File: src/include/tpw_pkg.sv
package tpw_pkg;
  // Shared timebase geometry
  localparam int TB_HI_W  = 8;
  localparam int TB_LO_W  = 2;
  localparam int DUTY_W   = 10;
  localparam int PRESC_W  = 6;
  localparam int POST_W   = 4;
  localparam int NUM_CH   = 2;

  // Register byte addresses
  localparam logic [7:0] ADDR_PERIOD   = 8'h00;
  localparam logic [7:0] ADDR_TB_CTRL  = 8'h04;
  localparam logic [7:0] ADDR_TB_COUNT = 8'h08;
  localparam logic [7:0] ADDR_FLAG     = 8'h0C;
  localparam logic [7:0] ADDR_CH_BASE  = 8'h10;
  localparam logic [7:0] CH_STRIDE     = 8'h10;
  localparam logic [7:0] OFS_CTRL      = 8'h00;
  localparam logic [7:0] OFS_DUTY_HI   = 8'h04;
  localparam logic [7:0] OFS_DUTY_LO   = 8'h08;

  // Field positions
  localparam int PRESC_LSB = 0;
  localparam int PRESC_MSB = 1;
  localparam int RUN_BIT   = 2;
  localparam int POST_LSB  = 3;
  localparam int POST_MSB  = 6;
  localparam int FLAG_BIT  = 0;
  localparam int INV_BIT   = 4;
  localparam int STATE_BIT = 5;
  localparam int EN_BIT    = 7;
  localparam int DLO_LSB   = 6;
  localparam int DLO_MSB   = 7;

  // Reset values
  localparam logic [7:0] PERIOD_RST  = 8'hFF;
  localparam logic [7:0] TB_CTRL_RST = 8'h00;
  localparam logic [7:0] CH_CTRL_RST = 8'h00;
  localparam logic [7:0] DUTY_RST    = 8'h00;

  // Prescale select 1:1, 1:4, 1:16, 1:64 as terminal count
  function automatic logic [PRESC_W-1:0] presc_limit(input logic [1:0] sel);
    case (sel)
      2'h0:    return 6'h00;
      2'h1:    return 6'h03;
      2'h2:    return 6'h0F;
      default: return 6'h3F;
    endcase
  endfunction
endpackage

File: src/include/tpw_tb_if.sv
`timescale 1ns/1ps
interface tpw_tb_if;
  logic                        tick;
  logic                        start;
  logic [tpw_pkg::DUTY_W-1:0] count;
  modport src (output tick, output start, output count);
  modport snk (input tick, input start, input count);
endinterface

File: src/core/tpw_timebase.sv
`timescale 1ns/1ps
module tpw_timebase (
  // Clock and reset
  input  wire logic                         ref_clk_in,
  input  wire logic                         srst_in,
  // Control
  input  wire logic                         run_in,
  input  wire logic [1:0]                   presc_sel_in,
  input  wire logic [tpw_pkg::TB_HI_W-1:0]  period_in,
  // Timebase to channels
  tpw_tb_if.src                             tb
);
  logic [tpw_pkg::PRESC_W-1:0] presc_cnt;
  logic [tpw_pkg::PRESC_W-1:0] next_presc_cnt;
  logic [tpw_pkg::DUTY_W-1:0]  count;
  logic [tpw_pkg::DUTY_W-1:0]  next_count;
  logic                        tick;
  logic                        start;

  // Prescaled system clock drives the two low bits
  // At or past the limit, so a smaller prescale set while running takes effect at once
  assign tick  = run_in && (presc_cnt >= tpw_pkg::presc_limit(presc_sel_in));
  assign start = tick && (count == {period_in, 2'h3});

  always_comb begin
    next_presc_cnt = presc_cnt;
    next_count     = count;
    if (run_in) begin
      next_presc_cnt = tick ? '0 : presc_cnt + 6'h01;
    end
    if (start) begin
      next_count = '0;
    end else if (tick) begin
      next_count = count + 10'h001;
    end
  end

  always_ff @(posedge ref_clk_in) begin
    if (srst_in) begin
      presc_cnt <= '0;
      count     <= '0;
    end else begin
      presc_cnt <= next_presc_cnt;
      count     <= next_count;
    end
  end

  assign tb.tick  = tick;
  assign tb.start = start;
  assign tb.count = count;
endmodule

File: src/core/tpw_channel.sv
`timescale 1ns/1ps
module tpw_channel (
  // Clock and reset
  input  wire logic                         ref_clk_in,
  input  wire logic                         srst_in,
  // Channel settings
  input  wire logic                         enable_in,
  input  wire logic                         invert_in,
  input  wire logic [7:0]                   duty_high_in,
  input  wire logic [1:0]                   duty_low_in,
  input  wire logic [tpw_pkg::TB_HI_W-1:0]  period_in,
  // Shared timebase
  tpw_tb_if.snk                             tb,
  // Output
  output logic                              raw_out,
  output logic                              pwm_out
);
  logic [tpw_pkg::DUTY_W-1:0] duty_buf;
  logic [tpw_pkg::DUTY_W-1:0] next_duty_buf;
  logic                       raw;
  logic                       next_raw;
  logic                       pin;
  logic                       next_pin;
  logic                       reachable;

  // Duty beyond the last count never clears
  assign reachable = duty_buf <= {period_in, 2'h3};

  always_comb begin
    next_duty_buf = duty_buf;
    next_raw      = raw;
    if (tb.start) begin
      next_duty_buf = {duty_high_in, duty_low_in};
      next_raw      = (next_duty_buf != '0);
    end else if (tb.tick && reachable && (tb.count + 10'h001 == duty_buf)) begin
      next_raw = 1'b0;
    end
    if (!enable_in) begin
      next_raw = 1'b0;
    end
    next_pin = next_raw ^ invert_in;
  end

  always_ff @(posedge ref_clk_in) begin
    if (srst_in) begin
      duty_buf <= '0;
      raw      <= 1'b0;
      pin      <= 1'b0;
    end else begin
      duty_buf <= next_duty_buf;
      raw      <= next_raw;
      pin      <= next_pin;
    end
  end

  assign raw_out = raw;
  assign pwm_out = pin;
endmodule

File: src/core/tpw_top.sv
`timescale 1ns/1ps
// Contract
// - Each output has 10-bit duty resolution, one shared period and its own duty value.
// - Every enabled output with a nonzero duty value goes active when the timebase clears at a period start.
// - An output goes inactive when the timebase equals its buffered 10-bit duty value.
// - A duty value beyond the last timebase count never clears the output (100% duty).
// - Duty high and low registers are copied to the buffer only at the period match.
// - The polarity bit of a channel inverts that channel's output.
// - The period is (period_reg + 1) times four system clocks times the prescale ratio.
// - After the match the timebase clears, outputs go active, duty is latched; 0% stays low.
// - The postscaler only paces the match flag and never touches the waveform.
// - The 10-bit timebase is the 8-bit count plus two prescaled system-clock bits.
// - Duty registers accept writes at any time without disturbing the buffered value.
module tpw_top #(
  parameter int NUM_CH = tpw_pkg::NUM_CH
) (
  // Clock and reset
  input  wire logic              ref_clk_in,
  input  wire logic              srst_in,
  // APB slave
  input  wire logic [7:0]        paddr_in,
  input  wire logic              psel_in,
  input  wire logic              penable_in,
  input  wire logic              pwrite_in,
  input  wire logic [31:0]       pwdata_in,
  output logic                   pready_out,
  output logic [31:0]            prdata_out,
  output logic                   pslverr_out,
  // PWM outputs and status
  output logic [NUM_CH-1:0]      pwm_out,
  output logic                   timebase_match_flag_out
);
  logic [7:0]        period_reg;
  logic [7:0]        next_period_reg;
  logic [7:0]        timebase_control_reg;
  logic [7:0]        next_timebase_control_reg;
  logic              timebase_match_flag;
  logic              next_timebase_match_flag;
  logic [3:0]        post_cnt;
  logic [3:0]        next_post_cnt;
  logic [7:0]        channel_control_reg [NUM_CH];
  logic [7:0]        next_channel_control_reg [NUM_CH];
  logic [7:0]        duty_high_reg [NUM_CH];
  logic [7:0]        next_duty_high_reg [NUM_CH];
  logic [7:0]        duty_low_reg [NUM_CH];
  logic [7:0]        next_duty_low_reg [NUM_CH];
  logic [31:0]       rdata;
  logic [31:0]       next_rdata;
  logic              slverr;
  logic              next_slverr;
  logic [NUM_CH-1:0] raw_state;
  logic              wr_en;
  logic              setup;

  tpw_tb_if tb_bus ();

  // Channel register address match
  function automatic logic ch_addr(input logic [7:0] a, input int c, input logic [7:0] ofs);
    logic [7:0] base;
    base = 8'(tpw_pkg::ADDR_CH_BASE + 8'(c) * tpw_pkg::CH_STRIDE + ofs);
    return a == base;
  endfunction

  function automatic logic mapped(input logic [7:0] a);
    logic hit;
    hit = (a == tpw_pkg::ADDR_PERIOD) || (a == tpw_pkg::ADDR_TB_CTRL)
       || (a == tpw_pkg::ADDR_TB_COUNT) || (a == tpw_pkg::ADDR_FLAG);
    for (int c = 0; c < NUM_CH; c++) begin
      hit = hit || ch_addr(a, c, tpw_pkg::OFS_CTRL) || ch_addr(a, c, tpw_pkg::OFS_DUTY_HI)
        || ch_addr(a, c, tpw_pkg::OFS_DUTY_LO);
    end
    return hit;
  endfunction

  // Zero-wait access; read data captured during setup
  assign setup      = psel_in && !penable_in;
  assign wr_en      = psel_in && penable_in && pwrite_in;
  assign pready_out = 1'b1;

  always_comb begin
    next_period_reg           = period_reg;
    next_timebase_control_reg = timebase_control_reg;
    for (int c = 0; c < NUM_CH; c++) begin
      next_channel_control_reg[c] = channel_control_reg[c];
      next_duty_high_reg[c]       = duty_high_reg[c];
      next_duty_low_reg[c]        = duty_low_reg[c];
    end
    if (wr_en) begin
      if (paddr_in == tpw_pkg::ADDR_PERIOD) begin
        next_period_reg = pwdata_in[7:0];
      end
      if (paddr_in == tpw_pkg::ADDR_TB_CTRL) begin
        next_timebase_control_reg = pwdata_in[7:0];
      end
      for (int c = 0; c < NUM_CH; c++) begin
        if (ch_addr(paddr_in, c, tpw_pkg::OFS_CTRL)) begin
          next_channel_control_reg[c] = pwdata_in[7:0];
        end
        if (ch_addr(paddr_in, c, tpw_pkg::OFS_DUTY_HI)) begin
          next_duty_high_reg[c] = pwdata_in[7:0];
        end
        if (ch_addr(paddr_in, c, tpw_pkg::OFS_DUTY_LO)) begin
          next_duty_low_reg[c] = {pwdata_in[tpw_pkg::DLO_MSB:tpw_pkg::DLO_LSB], 6'h00};
        end
      end
    end
  end

  // Match flag paced by postscaler; set wins over a clear write
  always_comb begin
    next_post_cnt            = post_cnt;
    next_timebase_match_flag = timebase_match_flag;
    if (wr_en && paddr_in == tpw_pkg::ADDR_FLAG && pwdata_in[tpw_pkg::FLAG_BIT]) begin
      next_timebase_match_flag = 1'b0;
    end
    if (tb_bus.start) begin
      if (post_cnt == timebase_control_reg[tpw_pkg::POST_MSB:tpw_pkg::POST_LSB]) begin
        next_post_cnt            = 4'h0;
        next_timebase_match_flag = 1'b1;
      end else begin
        next_post_cnt = post_cnt + 4'h1;
      end
    end
  end

  always_comb begin
    next_rdata  = rdata;
    next_slverr = slverr;
    if (setup) begin
      next_rdata  = 32'h0000_0000;
      next_slverr = !mapped(paddr_in);
      if (paddr_in == tpw_pkg::ADDR_PERIOD) begin
        next_rdata[7:0] = period_reg;
      end
      if (paddr_in == tpw_pkg::ADDR_TB_CTRL) begin
        next_rdata[7:0] = timebase_control_reg;
      end
      if (paddr_in == tpw_pkg::ADDR_TB_COUNT) begin
        next_rdata[7:0] = tb_bus.count[tpw_pkg::DUTY_W-1:tpw_pkg::TB_LO_W];
      end
      if (paddr_in == tpw_pkg::ADDR_FLAG) begin
        next_rdata[tpw_pkg::FLAG_BIT] = timebase_match_flag;
      end
      for (int c = 0; c < NUM_CH; c++) begin
        if (ch_addr(paddr_in, c, tpw_pkg::OFS_CTRL)) begin
          next_rdata[7:0] = channel_control_reg[c];
          next_rdata[tpw_pkg::STATE_BIT] = raw_state[c];
        end
        if (ch_addr(paddr_in, c, tpw_pkg::OFS_DUTY_HI)) begin
          next_rdata[7:0] = duty_high_reg[c];
        end
        if (ch_addr(paddr_in, c, tpw_pkg::OFS_DUTY_LO)) begin
          next_rdata[7:0] = duty_low_reg[c];
        end
      end
    end
  end

  always_ff @(posedge ref_clk_in) begin
    if (srst_in) begin
      period_reg           <= tpw_pkg::PERIOD_RST;
      timebase_control_reg <= tpw_pkg::TB_CTRL_RST;
      timebase_match_flag  <= 1'b0;
      post_cnt             <= 4'h0;
      rdata                <= 32'h0000_0000;
      slverr               <= 1'b0;
      for (int c = 0; c < NUM_CH; c++) begin
        channel_control_reg[c] <= tpw_pkg::CH_CTRL_RST;
        duty_high_reg[c]       <= tpw_pkg::DUTY_RST;
        duty_low_reg[c]        <= tpw_pkg::DUTY_RST;
      end
    end else begin
      period_reg           <= next_period_reg;
      timebase_control_reg <= next_timebase_control_reg;
      timebase_match_flag  <= next_timebase_match_flag;
      post_cnt             <= next_post_cnt;
      rdata                <= next_rdata;
      slverr               <= next_slverr;
      for (int c = 0; c < NUM_CH; c++) begin
        channel_control_reg[c] <= next_channel_control_reg[c];
        duty_high_reg[c]       <= next_duty_high_reg[c];
        duty_low_reg[c]        <= next_duty_low_reg[c];
      end
    end
  end

  assign prdata_out              = rdata;
  assign pslverr_out             = slverr && psel_in && penable_in;
  assign timebase_match_flag_out = timebase_match_flag;

  // One shared timebase for every channel
  tpw_timebase u_timebase (
    .ref_clk_in   (ref_clk_in),
    .srst_in      (srst_in),
    .run_in       (timebase_control_reg[tpw_pkg::RUN_BIT]),
    .presc_sel_in (timebase_control_reg[tpw_pkg::PRESC_MSB:tpw_pkg::PRESC_LSB]),
    .period_in    (period_reg),
    .tb           (tb_bus.src)
  );

  for (genvar g = 0; g < NUM_CH; g++) begin : g_ch
    tpw_channel u_channel (
      .ref_clk_in   (ref_clk_in),
      .srst_in      (srst_in),
      .enable_in    (channel_control_reg[g][tpw_pkg::EN_BIT]),
      .invert_in    (channel_control_reg[g][tpw_pkg::INV_BIT]),
      .duty_high_in (duty_high_reg[g]),
      .duty_low_in  (duty_low_reg[g][tpw_pkg::DLO_MSB:tpw_pkg::DLO_LSB]),
      .period_in    (period_reg),
      .tb           (tb_bus.snk),
      .raw_out      (raw_state[g]),
      .pwm_out      (pwm_out[g])
    );
  end
endmodule

File: config.mk
export PLATFORM = sky130hd
export DESIGN_NAME = tpw_top
export DESIGN_NICKNAME = d
export VERILOG_FILES = /design/src/include/tpw_pkg.sv /design/src/include/tpw_tb_if.sv /design/src/core/tpw_timebase.sv /design/src/core/tpw_channel.sv /design/src/core/tpw_top.sv
export SDC_FILE = /design/constraint.sdc
export NUM_CORES = 1
export LEC_CHECK = 0
export BUFFER_PORTS_ARGS = -buffer_cell sky130_fd_sc_hd__buf_4
export CAP_MARGIN = 40
export CORE_MARGIN = 5
export CORE_UTILIZATION = 35
export CTS_CLUSTER_DIAMETER = 40
export DETAILED_ROUTE_END_ITERATION = 10
export GPL_ROUTABILITY_DRIVEN = 0
export PLACE_DENSITY = 0.53
export SLEW_MARGIN = 20
export SYNTH_ARGS = -nofsm -noshare
export SYNTH_HDL_FRONTEND = slang
export SYNTH_SLANG_ARGS = --single-unit
File: constraint.sdc
create_clock -name ref_clk_in -period 8 [get_ports ref_clk_in]
set_clock_uncertainty 0.1 [all_clocks]
set_input_delay 0.8 -clock ref_clk_in [delete_from_list [all_inputs] [get_ports ref_clk_in]]
set_output_delay 0.8 -clock ref_clk_in [all_outputs]
set_load 0.05 [all_outputs]
# After elaboration in Yosys (flattened, before gate mapping)
# Memory sizes are Yosys's and may differ from the RTL's.
# Index checks and enable logic that the tools add are counted.
# op_classes
addsub,3
magnitude_cmp,3
eq_ne,15
muxes,40
bitwise_logic,8
reduce_logical,31
# op_table
operator,count
8-bit two-way mux,21
16-bit two-way mux,3
10-bit == test,3
"8-bit by 5-bit == test with 1-bit output, second input constant",3
"8-bit by 6-bit == test with 1-bit output, second input constant",3
10-bit less-or-equal comparator,2
10-bit nonzero test,2
6-bit case mux with 3 select lines,1
"8-bit by 4-bit == test with 1-bit output, second input constant",2
1-bit logical AND,13
1-bit two-way mux,13
"10-bit by 1-bit adder with 10-bit output, second input constant",1
1-bit logical OR,9
"8-bit by 3-bit == test with 1-bit output, second input constant",1
8-bit logical NOT,1
"6-bit by 1-bit adder with 6-bit output, second input constant",1
6-bit greater-or-equal comparator,1
6-bit two-way mux,1
1-bit bitwise OR,6
"4-bit by 1-bit adder with 4-bit output, second input constant",1
4-bit == test,1
4-bit two-way mux,1
2-bit AND reduction,2
"2-bit by 1-bit == test with 1-bit output, second input constant",1
other kinds (5),7
# word_totals
reg_bits,70
mem_bits_rw,48
in_bits,45
output_inout_bits,37
word_cells,117
mem_count,3
# memory_table
memory,words,width,read_ports,rd_ports_with_merged_regs,write_ports,line_no,source
channel_control_reg,2,8,2,0,2,tpw_top.sv:41,logic [7:0] channel_control_reg [NUM_CH];
duty_high_reg,2,8,2,0,2,tpw_top.sv:43,logic [7:0] duty_high_reg [NUM_CH];
duty_low_reg,2,8,2,0,2,tpw_top.sv:45,logic [7:0] duty_low_reg [NUM_CH];

# Depth between registers and ports, before layout
# logic_depth
depth_word,11
depth_mapped,11
depth_no_buf,10

# Modules after synthesis
# A second synthesis with hierarchy kept.
# unflattened
cells_unflattened,809
area_unflattened_um2,6551.3
# modules_own_cells
module,n_inst,cells_each,area_per_inst_um2,seq_area_each_um2
tpw_top,1,424,3428.3,1281.2
tpw_channel,2,124,1027.2,240.2
tpw_timebase,1,137,1068.5,320.3

# Worst setup path before layout
# Ideal clock, no wire load.
# synth_path
path_type,reg-to-reg
from,register timebase_control_reg[1]
to,register g_ch[0].u_channel.pin
setup_time_ps,123
t_arrival_ps,2393
required_time_ps,7777
setup_slack_ps,5384
stages_incl_launch_ff,11
n_path_buf,1
period_less_slack_ps,2616
path_cell_list,dfxtp_1 > or2_2 > ha_1 > nand2b_1 > a211oi_2 > nor4b_2 > and2_1 > buf_2 > o211ai_2 > a31oi_1 > mux2_1
# synth_between
elab_chain_cells,10
elab_cells_between_ends,13
classes_between,1 x order compare; 2 x eq/ne; 4 x mux; 1 x bitwise; 5 x reduce/logical
# synth_lines
item,line_no,source
"start, declared",tpw_top.sv:35,logic [7:0] timebase_control_reg;
"start signal, assigned",tpw_top.sv:162,timebase_control_reg <= tpw_pkg::TB_CTRL_RST;
"start signal, assigned",tpw_top.sv:174,timebase_control_reg <= next_timebase_control_reg;
"2-bit == test, or another cell as far along",tpw_pkg.sv:42,case (sel)
6-bit case mux with 3 select lines *,tpw_pkg.sv:42,
6-bit greater-or-equal comparator *,tpw_timebase.sv:22,assign tick = run_in && (presc_cnt >= tpw_pkg::presc_limit(presc_sel_in));
1-bit logical AND *,tpw_timebase.sv:22,
1-bit logical AND (2 in a row),tpw_channel.sv:35,end else if (tb.tick && reachable && (tb.count + 10'h001 == duty_buf)) begin
1-bit two-way mux,tpw_channel.sv:35,
1-bit two-way mux *,tpw_channel.sv:32,if (tb.start) begin
1-bit two-way mux *,tpw_channel.sv:38,if (!enable_in) begin
1-bit bitwise XOR *,tpw_channel.sv:41,next_pin = next_raw ^ invert_in;
"end signal, assigned",tpw_channel.sv:52,pin <= next_pin;
"end, declared",tpw_channel.sv:22,logic pin;
# Mark *: on every way between the ends. The rest lies on a longest branch, timed or not.
# A chain may end at the register's enable or synchronous reset.

# Worst setup path in the final report
# Same ends and word-level chain as after synthesis.

==> results.cfg <==
[routing]
drc = 0
wl_per_cell_um = 17.91
drt-vias-per-instance = 5.315
drt-pass1-iter-count = 5
drtAntennaViolNets = 0
drt_first_iter_violations = 386
wirelength_um = 17700
vias = 5251

[global_routing]
grt_overflow = 0
met1_usage_pct = 25.70
grt_pass1_vias = 4774
antenna_found_initial = 0
grtUsageMet2_pct = 26.13
grt_first_pass_wirelength_um = 27430
grtUsageTotal_pct = 17.67
grt_max_degree = 73
use_met3_pct = 3.606
top_usage_layer = met2

[power]
power_density_mw_per_mm2 = 162.4
ir_worst_vdd_mv = 0.1034
leakage_nw = 2.667
p_total_mw = 1.072

[synth]
synthAdderAreaFrac_pct = 4.771
syn_inst = 761
synth_top_family_by_area = simple AND/OR/NAND/NOR gates
synth-xor-area-share_pct = 6.617
synth.most_common_cell = nand2_1
synth_edf_count = 0
synth.distinct_cells = 65
synth_compound_area_share_pct = 15.58
yosys_most_used_dff = dfxtp_1
yosysWarnings = 0
synth_area_leaders = dfxtp_1 (35%), mux2i_1 (7.0%), nand2_1 (6.8%)
async_reset_ff_share_pct = 0
synth_common_cells = nand2_1 (109), dfxtp_1 (104), nor2_1 (81)
syn_avg_cell_area_sq_um = 7.926
synth-seq-cells = 104
yosysSeqAreaShare_pct = 34.52
yosysTopAreaCell = dfxtp_1
yosysTopAreaCellShare_pct = 34.52
muxShareOfSynthArea_pct = 7.778
syn_area_sq_mm = 0.006032
yosys.area_share.simple_pct = 22.73

[timing]
hold_violations = 0
setup_ws_ns = 4.397
drv_slew = 0
tns_ns = 0
period_share_pct = 45.04
setup_viol = 0
fin_crit_ns = 3.603
rsz0062_at_grt = false
tightestPinTransition_ns = 0.8656
relSlewSlack_pct = 42.17
fmax_ghz = 0.2776
holdWs_ns = 0.3562

[critical_path]
reg2reg_slack_ns = 4.40
crit_path_start_kind = flop
critPathLaunch = timebase_control_reg[1]$_SDFFE_PP0P_
cp.required_ns = 8.15
cp-end-kind = flop
crit_type = flop to flop
path_max_fanout = 24
rr_startpoint = timebase_control_reg[1]$_SDFFE_PP0P_
crit_arrival_ns = 3.75

[final_layout]
diodes = 0
nets = 826
design_area_sq_mm = 0.006598
largest_reg_flops = 20
drive_gt1_share_pct = 9.043
area_growth_pct = 9.376
nFillCells = 1834

[hold_path]
holdCritStartpoint = prdata_out[0]$_SDFFE_PP0P_
min_path_type = flop to flop

[clocking]
clkTransAtPathRegs_ns = 0.08
cts_resized = 0
htreeDepth = 3
numCtsBuffers = 9
cts_sinks = 104
cts.path.max_buffers = 2
clk_latency_ns = 0.36
postCtsHoldBufs = 0
cts_root_buf = clkbuf_16
post-cts-setup-buffer-count = 0
tritoncts = built

[floorplanning]
initial_core_util_pct = 35.24
rows = 48
die_height_um = 141.3
core-area_sq_mm = 0.01712
fp.dieW_um = 141.3
design.die.area_sq_mm = 0.01996
ios = 82

[placement]
pre_cts_slack_ns = 4.308
dp_hpwl_um = 13180
placed_area_sq_mm = 0.006289
io_buffers = 32

[run_status]
outcome = finished, final reports clean

[job]
maxCapViolations = 0
## power by group
group / switching [mW] / leakage [nW] / total, mW / internal [mW]
clock network: 0.222 / 0.154 / 0.472 / 0.250
registers: 0.000730 / 0.838 / 0.519 / 0.518
logic: 0.0646 / 1.67 / 0.0808 / 0.0162
total: 0.288 / 2.67 / 1.07 / 0.784
## placed cells by master, fill, tap and decap left out, drive strengths merged, types with 6 or more instances in the layout
cell type  instances
nand3             18
xnor2             26
nand3b             7
nor3              21
and2               6
nand4             10
nor2b              9
nor2              81
o21ai             31
inv               20
dfxtp            104
mux2i             42
ha                23
xor2              17
clkbuf             9
a21oi             75
nand2            109
conb              25
buf               39
nand2b             6
o211ai            11
and3               8
## per-layer routing
layer | up-vias | wire length, um
met4 | 0 | 433
met1 | 2479 | 8738
li1 | 2587 | -
met5 | - | 0
met3 | 32 | 881
met2 | 153 | 7643
## logic make-up (layout without fill, tap and decap cells)
group	Yosys count	in the layout
simple gates	295	295
buf+inv	93	72
xor+xnor	44	44
compound gates	155	155
fa+ha+maj	23	23
flops	104	104
mux	45	45
other cells	2	25
## worst max-delay path, stage by stage (launching register included)
cell and delay (ns):
dfxtp_1 0.36, or2_2 0.30, ha_1 0.27, nand2b_1 0.13, a211oi_2 0.09, nor4b_2 0.64
buf_4 0.31, and2_1 0.14, buf_4 0.28, o211ai_2 0.13, a31oi_1 0.38, mux2_1 0.36
## layout make-up
type / count / area (sq um) / area share (%)
multi-input combinational: 587 / 3561 / 53.97
sequential: 104 / 2082 / 31.56
timing repair buffer: 39 / 300.3 / 4.551
tap: 225 / 281.5 / 4.267
clock buffer: 9 / 225.2 / 3.414
clock inverter: 7 / 83.83 / 1.271
inverter: 17 / 63.81 / 0.9672
## stage by stage
step | std cells | utilization [%]
5_1_grt | 988 | 38.55
3_3_place_gp | 971 | 36.65
6_report | 988 | 38.55
2_1_floorplan | 784 | -
4_1_cts | 988 | 38.55
3_5_place_dp | 972 | 36.74
## final timing paths
kind | cells past startpoint | end
setup reg to reg | 11 | g_ch[0].u_channel.pwm_out$_SDFF_PP0_
hold reg to reg | 2 | prdata_out[0]$_SDFFE_PP0P_
hold / removal | 2 | prdata_out[0]$_SDFFE_PP0P_
setup / recovery | 11 | g_ch[0].u_channel.pwm_out$_SDFF_PP0_
Power figures use the tool's default switching activity.
